### src/pkg/meb_pkg.sv
// Purpose: Shared constants and types for the multiplexed external memory bus.
// Assumes: One 20 MHz clock; port B bit positions fixed by the pinout.
// Notes:   Counts are in clk cycles.
package meb_pkg;

	// ----------------------------------------------------------------
	// Clock and timing
	// ----------------------------------------------------------------
	localparam int CLK_HZ       = 20_000_000;
	localparam int STROBE_CYC   = 2;
	localparam int SYNC_STAGES  = 2;

	// ----------------------------------------------------------------
	// Port B pin positions
	// ----------------------------------------------------------------
	localparam int PB_HOLD_ACK  = 7;
	localparam int PB_BANK0     = 8;
	localparam int PB_BANK1     = 9;
	localparam int PB_LATCH     = 10;
	localparam int PB_WRITE     = 11;
	localparam int PB_HIGH_BYTE = 12;
	localparam int PB_BANK2     = 13;
	localparam int PB_BANK3     = 14;
	localparam int PB_READ      = 15;

	// ----------------------------------------------------------------
	// Status word field and reset values
	// ----------------------------------------------------------------
	localparam int          PSW_WAIT_LSB = 3;
	localparam logic [15:0] AD_RESET     = 16'h0000;
	localparam logic [3:0]  BANK_RESET   = 4'h0;

	typedef enum logic [2:0] {
		ST_IDLE   = 3'b000,
		ST_ADDR   = 3'b001,
		ST_STROBE = 3'b010,
		ST_END    = 3'b011,
		ST_FLOAT  = 3'b100,
		ST_HOLD   = 3'b101,
		ST_RESUME = 3'b110
	} meb_state_t;

endpackage

### src/hw/meb_sync.sv
// Purpose: Two-flop synchroniser for a group of pin inputs.
// Assumes: Each bit is independent; no word coherence is implied.
// Notes:   The first stage is read only by the second stage.
`timescale 1ns/1ps
module meb_sync #(
	parameter int WIDTH = 1
) (
	input  wire logic             clk,
	input  wire logic             resetn,
	input  wire logic [WIDTH-1:0] async_in,
	output logic      [WIDTH-1:0] sync_out
);
	import meb_pkg::*;

	typedef struct packed {
		logic [WIDTH-1:0] meta;
		logic [WIDTH-1:0] stable;
	} meb_sync_st_t;

	meb_sync_st_t s_r;
	meb_sync_st_t s_nxt;

	initial begin
		if (WIDTH < 1) begin
			$error("meb_sync: WIDTH must be at least 1");
		end
	end

	always_comb begin
		s_nxt.meta   = async_in;
		s_nxt.stable = s_r.meta;
	end

	always_ff @(posedge clk or negedge resetn) begin
		if (!resetn) begin
			s_r <= '0;
		end else begin
			s_r <= s_nxt;
		end
	end

	assign sync_out = s_r.stable;
endmodule

### src/hw/meb_bus_if.sv
// Purpose: Multiplexed address/data bus master with port B control pins.
// Assumes: Core requests come from logic on clk; pins are asynchronous.
// Notes:   Every pin output and enable is registered.
`timescale 1ns/1ps

module meb_bus_if #(
	parameter int DATA_W = 16
) (
	input  wire logic        clk,
	input  wire logic        resetn,
	input  wire logic        req_valid,
	output logic             req_ready,
	input  wire logic        req_write,
	input  wire logic        req_word,
	input  wire logic        req_fetch_first,
	input  wire logic [15:0] req_addr,
	input  wire logic [15:0] req_wdata,
	input  wire logic [3:0]  req_bank,
	output logic             rsp_valid,
	output logic      [15:0] rsp_rdata,
	input  wire logic [15:0] processor_status_word,
	input  wire logic        ready_hold_sel,
	input  wire logic        ext_addr_mode,
	input  wire logic        state_skip_or_int,
	input  wire logic [15:0] portb_function_select,
	input  wire logic [15:0] portb_gpio_out,
	input  wire logic [15:0] portb_gpio_oe,
	input  wire logic [15:0] portb_alt_out,
	input  wire logic [15:0] portb_alt_oe,
	output logic      [15:0] portb_gpio_in,
	input  wire logic [15:0] ad_in,
	output logic      [15:0] ad_out,
	output logic             ad_oe,
	input  wire logic [15:0] portb_in,
	output logic      [15:0] portb_out,
	output logic      [15:0] portb_oe,
	input  wire logic        ready_or_hold_in,
	output logic             fetch_status_out,
	output logic             state_status_out,
	output logic             half_rate_clock_out,
	output logic             inverted_clock_out
);
	import meb_pkg::*;

	initial begin
		if (DATA_W != 16) begin
			$error("meb_bus_if: the multiplexed port is exactly 16 bits wide");
		end
	end

	// ----------------------------------------------------------------
	// State
	// ----------------------------------------------------------------
	typedef struct packed {
		meb_state_t  st;
		logic [2:0]  cnt;
		logic        write;
		logic        req_ready;
		logic        rsp_valid;
		logic [15:0] rdata;
		logic [15:0] ad_out;
		logic        ad_oe;
		logic        latch;
		logic        read_n;
		logic        write_n;
		logic        high_byte_enable_n;
		logic        ctl_oe;
		logic        hold_ack_n;
		logic [3:0]  bank;
		logic        fetch;
		logic        skip_int;
		logic        half_clk;
		logic        inv_clk;
		logic [15:0] pb_out;
		logic [15:0] pb_oe;
	} meb_bus_st_t;

	meb_bus_st_t s_r;
	meb_bus_st_t s_nxt;

	logic [32:0] pins_sync;
	logic        ready_hold_s;
	logic [15:0] ad_s;
	logic [15:0] pb_s;
	logic        hold_req;
	logic        ready_ok;
	logic [1:0]  wait_sel;

	// ----------------------------------------------------------------
	// Pin synchronisers
	// ----------------------------------------------------------------
	meb_sync #(
		.WIDTH(33)
	) u_sync (
		.clk     (clk),
		.resetn  (resetn),
		.async_in({ready_or_hold_in, ad_in, portb_in}),
		.sync_out(pins_sync)
	);

	assign ready_hold_s = pins_sync[32];
	assign ad_s         = pins_sync[31:16];
	assign pb_s         = pins_sync[15:0];

	// Pin low means hold request in hold use, not ready in ready use.
	assign hold_req = ready_hold_sel & ~ready_hold_s;
	assign ready_ok = ready_hold_sel | ready_hold_s;
	assign wait_sel = processor_status_word[PSW_WAIT_LSB +: 2];

	// ----------------------------------------------------------------
	// Next state
	// ----------------------------------------------------------------
	always_comb begin
		s_nxt           = s_r;
		s_nxt.rsp_valid = 1'b0;
		s_nxt.half_clk  = ~s_r.half_clk;
		s_nxt.inv_clk   = s_r.half_clk;
		s_nxt.skip_int  = state_skip_or_int;

		case (s_r.st)
			ST_IDLE: begin
				s_nxt.ad_oe  = 1'b0;
				s_nxt.fetch  = 1'b0;
				s_nxt.ctl_oe = 1'b1;
				s_nxt.latch  = 1'b0;
				// Hold is only entered from here, so a cycle is never cut short.
				if (hold_req) begin
					s_nxt.st        = ST_FLOAT;
					s_nxt.ctl_oe    = 1'b0;
					s_nxt.req_ready = 1'b0;
				end else if (req_valid && s_r.req_ready) begin
					s_nxt.st                 = ST_ADDR;
					s_nxt.req_ready          = 1'b0;
					s_nxt.write              = req_write;
					s_nxt.ad_out             = req_addr;
					s_nxt.ad_oe              = 1'b1;
					s_nxt.latch              = 1'b1;
					s_nxt.high_byte_enable_n = ~(req_word | req_addr[0]);
					s_nxt.bank               = req_bank;
					s_nxt.fetch              = req_fetch_first;
					if (req_word || !req_addr[0]) begin
						s_nxt.rdata = req_wdata;
					end else begin
						s_nxt.rdata = {req_wdata[7:0], req_wdata[7:0]};
					end
				end else begin
					s_nxt.req_ready = 1'b1;
				end
			end
			ST_ADDR: begin
				s_nxt.st    = ST_STROBE;
				s_nxt.latch = 1'b0;
				// The count is loaded once, so a status word change mid-cycle cannot alter it.
				s_nxt.cnt   = 3'(STROBE_CYC - 1) + {1'b0, wait_sel};
				if (s_r.write) begin
					s_nxt.write_n = 1'b0;
					s_nxt.ad_out  = s_r.rdata;
				end else begin
					s_nxt.read_n = 1'b0;
					s_nxt.ad_oe  = 1'b0;
				end
			end
			ST_STROBE: begin
				// Ready is only heard after the wait states, so it lengthens a cycle but never cuts it.
				if (s_r.cnt != 3'd0) begin
					s_nxt.cnt = s_r.cnt - 3'd1;
				end else if (ready_ok) begin
					s_nxt.st        = ST_END;
					s_nxt.read_n    = 1'b1;
					s_nxt.write_n   = 1'b1;
					s_nxt.rsp_valid = 1'b1;
					if (!s_r.write) begin
						s_nxt.rdata = ad_s;
					end
				end
			end
			ST_END: begin
				// Write data and byte lanes stay one more cycle as hold time.
				s_nxt.st                 = ST_IDLE;
				s_nxt.ad_oe              = 1'b0;
				s_nxt.fetch              = 1'b0;
				s_nxt.high_byte_enable_n = 1'b1;
				s_nxt.req_ready          = ~hold_req;
			end
			ST_FLOAT: begin
				s_nxt.st         = ST_HOLD;
				s_nxt.hold_ack_n = 1'b0;
			end
			ST_HOLD: begin
				if (!hold_req) begin
					s_nxt.st         = ST_RESUME;
					s_nxt.hold_ack_n = 1'b1;
				end
			end
			ST_RESUME: begin
				s_nxt.st        = ST_IDLE;
				s_nxt.ctl_oe    = 1'b1;
				s_nxt.req_ready = 1'b1;
			end
			default: begin
				s_nxt.st = ST_IDLE;
			end
		endcase

		// Port B pin by pin: general I/O unless the function bit is set, or ext_addr_mode is set for the bank pins.
		for (int b = 0; b < 16; b++) begin
			if (portb_function_select[b]) begin
				s_nxt.pb_out[b] = portb_alt_out[b];
				s_nxt.pb_oe[b]  = portb_alt_oe[b];
			end else begin
				s_nxt.pb_out[b] = portb_gpio_out[b];
				s_nxt.pb_oe[b]  = portb_gpio_oe[b];
			end
		end
		if (portb_function_select[PB_LATCH]) begin
			s_nxt.pb_out[PB_LATCH] = s_nxt.latch;
			s_nxt.pb_oe[PB_LATCH]  = s_nxt.ctl_oe;
		end
		if (portb_function_select[PB_WRITE]) begin
			s_nxt.pb_out[PB_WRITE] = s_nxt.write_n;
			s_nxt.pb_oe[PB_WRITE]  = s_nxt.ctl_oe;
		end
		if (portb_function_select[PB_HIGH_BYTE]) begin
			s_nxt.pb_out[PB_HIGH_BYTE] = s_nxt.high_byte_enable_n;
			s_nxt.pb_oe[PB_HIGH_BYTE]  = s_nxt.ctl_oe;
		end
		if (portb_function_select[PB_READ]) begin
			s_nxt.pb_out[PB_READ] = s_nxt.read_n;
			s_nxt.pb_oe[PB_READ]  = s_nxt.ctl_oe;
		end
		if (portb_function_select[PB_HOLD_ACK]) begin
			s_nxt.pb_out[PB_HOLD_ACK] = s_nxt.hold_ack_n;
			s_nxt.pb_oe[PB_HOLD_ACK]  = 1'b1;
		end
		// The bank number rides on the bus enable so it floats during hold.
		if (ext_addr_mode) begin
			s_nxt.pb_out[PB_BANK0] = s_nxt.bank[0];
			s_nxt.pb_out[PB_BANK1] = s_nxt.bank[1];
			s_nxt.pb_out[PB_BANK2] = s_nxt.bank[2];
			s_nxt.pb_out[PB_BANK3] = s_nxt.bank[3];
			s_nxt.pb_oe[PB_BANK0]  = s_nxt.ctl_oe;
			s_nxt.pb_oe[PB_BANK1]  = s_nxt.ctl_oe;
			s_nxt.pb_oe[PB_BANK2]  = s_nxt.ctl_oe;
			s_nxt.pb_oe[PB_BANK3]  = s_nxt.ctl_oe;
		end
	end

	// ----------------------------------------------------------------
	// Registers
	// ----------------------------------------------------------------
	always_ff @(posedge clk or negedge resetn) begin
		if (!resetn) begin
			s_r                    <= '0;
			s_r.st                 <= ST_IDLE;
			s_r.ad_out             <= AD_RESET;
			s_r.bank               <= BANK_RESET;
			s_r.read_n             <= 1'b1;
			s_r.write_n            <= 1'b1;
			s_r.high_byte_enable_n <= 1'b1;
			s_r.hold_ack_n         <= 1'b1;
		end else begin
			s_r <= s_nxt;
		end
	end

	// ----------------------------------------------------------------
	// Outputs
	// ----------------------------------------------------------------
	assign req_ready           = s_r.req_ready;
	assign rsp_valid           = s_r.rsp_valid;
	assign rsp_rdata           = s_r.rdata;
	assign ad_out              = s_r.ad_out;
	assign ad_oe               = s_r.ad_oe;
	assign portb_out           = s_r.pb_out;
	assign portb_oe            = s_r.pb_oe;
	assign portb_gpio_in       = pb_s;
	assign fetch_status_out    = s_r.fetch;
	assign state_status_out    = s_r.skip_int;
	assign half_rate_clock_out = s_r.half_clk;
	assign inverted_clock_out  = s_r.inv_clk;
endmodule

### config.mk
export PLATFORM = sky130hd
export DESIGN_NAME = meb_bus_if
export DESIGN_NICKNAME = d
export VERILOG_FILES = /design/src/pkg/meb_pkg.sv /design/src/hw/meb_sync.sv /design/src/hw/meb_bus_if.sv
export SDC_FILE = /design/constraint.sdc
export NUM_CORES = 1
export LEC_CHECK = 0
export BUFFER_PORTS_ARGS = -buffer_cell sky130_fd_sc_hd__buf_4
export CAP_MARGIN = 20
export CORE_UTILIZATION = 43
export CTS_CLUSTER_DIAMETER = 40
export CTS_CLUSTER_SIZE = 14
export DETAILED_ROUTE_END_ITERATION = 10
export PLACE_DENSITY_LB_ADDON = 0.08
export SETUP_SLACK_MARGIN = 0.2
export SLEW_MARGIN = 20
export SYNTH_ARGS = -nofsm -noshare
export SYNTH_HDL_FRONTEND = slang
export SYNTH_HIERARCHICAL = 1
export SYNTH_SLANG_ARGS = --single-unit
### constraint.sdc
create_clock -name clk -period 1.9 [get_ports clk]
set_clock_uncertainty 0.15 [all_clocks]
set_input_delay 0.19 -clock clk [delete_from_list [all_inputs] [get_ports clk]]
set_output_delay 0.19 -clock clk [all_outputs]
set_load 0.1 [all_outputs]
==> flow_metrics.tcl, run 1 <==
set metrics [dict create \
    cts_tree "done" \
    worstPathArrival_ns 2.04 \
    cp.required_ns 2.05 \
    numCtsBuffers 17 \
    grt_pass1_wl_mm 24.9 \
    synthXorXnorAreaFrac 0.00143 \
    drive_gt1_frac 0.521 \
    grt_pass1_vias 4922 \
    r2r_setup_slack_ns 0.009 \
    vias 4711 \
    rsz0062_at_grt "yes" \
    wirelength_mm 16.6 \
    synth_fp_nets 614 \
    power_density_nw_per_um2 1400 \
    synthMuxAreaShare 0.134 \
    grt_max_degree 47 \
    hold_class "in2reg" \
    slew_viol_final 0 \
    cts.path.max_buffers 2 \
    port_buffers 236 \
    final_antenna_net_count 0 \
    dieArea_um2 14700 \
    max_cap_viol_count 0 \
    drc 0 \
    design_area_um2 10200 \
    routedWlPerCell_um 16.9 \
    utilization 0.734 \
    cts_root_buffer "clkbuf_16" \
    antenna_found_initial 0 \
    leakage_nw 4.94 \
    setup_violations 0 \
    dpl_cell_area_um2 7910 \
    finalWeightedCongestion 0.795 \
    tightest_slew_ns 0.471 \
    post-route-min-period_ns 1.89 \
    hold_viol 0 \
    synthAdderAreaFrac 0.00612 \
    dieHeight_um 121 \
    synth_compound_area_frac 0.0916 \
    synth_top_area_share 0.612 \
    crit_type "reg2reg" \
    synth_cell_types 47 \
    hold_path_end "rsp_rdata[3]" \
    row_count 43 \
    ys_seq_area_frac 0.629 \
    layout.cells.non_filler 980 \
    htreeDepth 4 \
    die_w_um 121 \
    synth_top_family_by_area "multiplexers" \
    yosys-top-cells-count "dfrtp_1 (150), buf_4 (67), mux2_2 (59), a22o_1 (24), mux2i_1 (16)" \
    drt_iter0_drc 116 \
    vias_per_cell 4.81 \
    outcome "complete, no violations" \
    cts.sinks 154 \
    synthArstFlopShare 1.00 \
    synth-simple-area-share 0.0420 \
    io_pins 261 \
    fillerInstances 876 \
    cp-end-kind "flop" \
    initial_core_util 0.442 \
    hold_path_depth 3 \
    first_pass_iters 4 \
    dp.cells 804 \
    crit_fanout 8 \
    core_area_um2 13900 \
    clk_pin_slew_worst_paths_ns 0.06 \
    max_freq_mhz 529 \
    antennaDiodeCount 0 \
    r2r-end "ad_out[0]" \
    synth_edf_count 0 \
    multi_input_area_um2 1950 \
    place_hpwl_mm 10.1 \
    ys_seq_elements 154 \
    r2r_cells 7 \
    synth.area.top_cells "dfrtp_1 (61%), mux2_2 (11%), buf_4 (8.2%), a22o_1 (3.4%), mux2i_1 (2.6%)" \
    regArea_um2 3860 \
    holdCritStartpoint "req_wdata[3]" \
    grt_usage 0.225 \
    syn-cell-area_um2 6130 \
    synth.avg_cell_area_um2 14.0 \
    syn2layout_area_growth_pct 66.1 \
    hold_slack_ns 0.0190 \
    vdd_drop_max_mv 0.685 \
    grt_overflow 0 \
    start_kind "flop" \
    fin_crit_sh 0.995 \
    timing.rr.start "s_r[86]" \
    synth_warnings 6 \
    slew_headroom 0.684 \
    synth_cells 437 \
    ys.flop_type "dfrtp_1" \
    yosys.area.top_type "dfrtp_1" \
    total_power_mw 14.2 \
    num-nets-final 964 \
    insertion_delay_ns 0.42 \
    synth_most_common_cell "dfrtp_1" \
]
## how the worst max path moves through the flow
stage	to	slack, ns	start	cells after the start
3_3_place_gp	ad_out[15]	-0.13	s_r[86]	5
5_1_grt	req_ready	-0.03	s_r[85]	7
6_report	ad_out[0]	0.009	s_r[86]	7
2_1_floorplan	ad_out[10]	0.04	req_ready	5
3_5_place_dp	rsp_rdata[14]	-0.18	s_r[83]	6
4_1_cts	rsp_rdata[14]	0.08	s_r[82]	7
## per-layer routing
layer	share of wire	track usage	wire length, µm
met1	0.39	0.260	6530
met5	0	0	0
met2	0.52	0.382	8570
met3	0.067	0.0714	1110
met4	0.024	0.0957	393
## power breakdown
group          switching (mW)  internal (mW)
Combinational            4.23           2.30
Clock                    1.34           2.11
Sequential              0.335           3.92
Total                    5.91           8.32
## cell families (layout without fill, tap and decap cells)
kind of cell,Yosys count,after routing
AO/OA/AOI/OAI,72,73
XOR/XNOR,1,1
adder cells (fa/ha/maj),3,3
buffers and inverters,85,447
flip-flops,154,154
multiplexers,75,75
AND/OR/NAND/NOR,47,47
## final cells by class
| type | instances | share of cell area |
|---|---|---|
| Tap cell | 180 | 0.0221 |
| Sequential cell | 154 | 0.379 |
| Clock buffer | 19 | 0.0435 |
| Clock inverter | 13 | 0.0165 |
| Multi-Input combinational cell | 199 | 0.192 |
| Timing Repair Buffer | 411 | 0.345 |
| Inverter | 4 | 0.00172 |
## state kept, by name, indices dropped and copies added, names as in the netlist
| register | cells |
|---|---|
| portb_out | 16 |
| u_sync/sync_out | 33 |
| half_rate_clock_out | 1 |
| req_ready | 1 |
| state_status_out | 1 |
| ad_oe | 1 |
| rsp_rdata | 16 |
| u_sync/s_nxt | 33 |
| inverted_clock_out | 1 |
| fetch_status_out | 1 |
| ad_out | 16 |
| rsp_valid | 1 |
| portb_oe | 16 |
| s_r | 17 |
## critical path: stages, from the launching register on
cell	delay [ns]
dfrtp_2	0.44
buf_6	0.14
nor3b_4	0.23
buf_6	0.14
nor3_4	0.05
clkbuf_16	0.16
a22o_1	0.18
mux2_4	0.27
## cell usage in the layout, fill, tap and decap left out, types with 8 or more instances in the layout
master         synthesis  layout
o21ai_0               13      13
a22o_1                24      24
dfrtp_1              150     148
clkbuf_16              0      18
mux2_4                 0      14
buf_4                 67     267
dlygate4sd3_1          0     125
o2bb2ai_1              9       8
mux2i_1               16      16
mux2_2                59      45
nor2_1                15      13
buf_6                  1      11
## timing repair
item,CTS,global route
pin swaps,14,15
setup endpoints to repair,52,48
hold buffers,125,0
gates resized for setup,35,24
hold endpoints to repair,238,0
setup buffers,8,7
cloned,2,2
## per-stage QoR
stage	worst slack (ns)	setup TNS, ns
after floorplan	0.0377	0
after global placement	-0.131	-3.87
after detailed placement	-0.181	-5.12
after CTS	0.0846	0
after global routing	-0.0307	-0.0495
final	0.00936	0
(Power assumes the default switching activity.)
==> run 2: changes to the inputs <==
- CORE_MARGIN: not set -> 4
- CORE_UTILIZATION: 43 -> 48
- clock period: 1.9 -> 1.75 ns (I/O delays scaled with it)
==> flow_metrics.tcl, run 2 (same netlist as run 1, synthesis figures left out) <==
set metrics [dict create \
    fin_ws_ns -0.0695 \
    row_count 41 \
    rsz0062_at_grt "yes" \
    grt_max_degree 57 \
    dp.cells 799 \
    layout.cells.non_filler 976 \
    dpl_cell_area_um2 7970 \
    max_cap_viol_count 0 \
    slew_viol_final 0 \
    cp-end-kind "flop" \
    hold_class "in2reg" \
    core_area_um2 12600 \
    routedWlPerCell_um 18.9 \
    fin_crit_sh 1.04 \
    netSwitchingPower_mw 6.37 \
    dieArea_um2 14700 \
    tightest_slew_ns 0.429 \
    power_density_nw_per_um2 1500 \
    clk_pin_slew_worst_paths_ns 0.06 \
    die_w_um 121 \
    cts_tree "done" \
    finalWeightedCongestion 0.804 \
    cts.path.max_buffers 2 \
    hold_slack_ns 0.0247 \
    slew_headroom 0.713 \
    htreeDepth 4 \
    antenna_found_initial 1 \
    cp.required_ns 1.96 \
    design_area_um2 10200 \
    crit_fanout 16 \
    violations "negative setup slack" \
    place_hpwl_mm 11.0 \
    vias_per_cell 4.92 \
    dieHeight_um 121 \
    p_comb_frac 0.461 \
    grt_pass1_vias 5438 \
    hold_viol 0 \
    pre_cts_ws_ns -0.235 \
    initial_core_util 0.488 \
    cts_root_buffer "clkbuf_16" \
    drt_iter0_drc 177 \
    start_kind "flop" \
    grt_overflow 0 \
    worstPathArrival_ns 2.03 \
    setup_violations 34 \
    vias 4801 \
    grt_pass1_wl_mm 28.0 \
    syn2layout_area_growth_pct 66.4 \
    drive_gt1_frac 0.509 \
    grt_usage 0.252 \
    num-nets-final 967 \
    cts.sinks 154 \
    switching_share 0.416 \
    first_pass_iters 4 \
    power.internal_mw 8.96 \
    utilization 0.812 \
    layout_common_cells "buf_4 (264), dfrtp_1 (147), dlygate4sd3_1 (129)" \
    numCtsBuffers 17 \
    insertion_delay_ns 0.42 \
    port_buffers 236 \
    leakage_nw 4.98 \
    total_power_mw 15.3 \
    final_antenna_net_count 0 \
    clkPwrFrac 0.234 \
    post-route-min-period_ns 1.82 \
    fillerInstances 667 \
    drc 0 \
    final_common_cell "buf_4" \
    outcome "complete, but fails checks" \
    power_frac_seq 0.305 \
    vdd_drop_max_mv 0.870 \
    wirelength_mm 18.4 \
    max_freq_mhz 550 \
    crit_type "reg2reg" \
    io_pins 261 \
    setup_tns_ns -1.29 \
]
run 2: final timing paths:
| path | start | slack [ns] | endpoint | cells past startpoint |
|---|---|---|---|---|
| setup / recovery | s_r[85] | -0.07 | rsp_rdata[1] | 5 |
| min in group asynchronous | resetn | 0.10 | portb_out[7] | 2 |
| hold reg to reg | u_sync/s_nxt[14] | 0.20 | u_sync/sync_out[14] | 0 |
| max in group asynchronous | resetn | 0.74 | u_sync/sync_out[30] | 3 |
| setup reg to reg | s_r[85] | -0.07 | rsp_rdata[1] | 5 |
| hold / removal | processor_status_word[4] | 0.02 | s_r[83] | 3 |
run 2: worst max-delay path, cell delays in order, from the launching register on:
cell and delay [ns]:
dfrtp_2 0.44, or3b_4 0.43, nor3_4 0.23, buf_6 0.19, a22o_1 0.17, mux2_2 0.14
run 2: cell type report:
cell class                 instances  area (µm²)  share of cell area
timing repair buffer             414        3580               0.350
antenna                            2        5.00            0.000490
sequential                       154        3860               0.379
clock inverter                     5        56.3             0.00552
tap                              172         215              0.0211
clock buffer                      26         529              0.0519
multi-input combinational        199        1940               0.190
inverter                           4        15.0             0.00147
run 2: power groups by stage:
| stage | Combinational (mW) | Sequential, mW | Clock [mW] |
|---|---|---|---|
| 2_1_floorplan | 4.70 | 4.95 | 0 |
| 3_3_place_gp | 6.09 | 4.64 | 0 |
| 3_5_place_dp | 6.19 | 4.68 | 0 |
| 4_1_cts | 6.66 | 4.64 | 3.62 |
| 5_1_grt | 7.36 | 4.74 | 3.78 |
| 6_report | 7.07 | 4.67 | 3.59 |
run 2: routing by layer:
metal	track usage	vias to the layer above	share of wire
li1	-	2188	-
met1	0.281	2396	0.38
met2	0.443	180	0.53
met3	0.0811	37	0.066
met4	0.107	0	0.025
met5	0	-	0
run 2: repair_timing:
action	4_1_cts	5_1_grt
hold buffers	130	2
hold endpoints to repair	251	1
endpoints found under the setup margin	60	65
gates resized for setup	24	28
cloned	0	2
buffers inserted	3	8
pin swaps	8	7
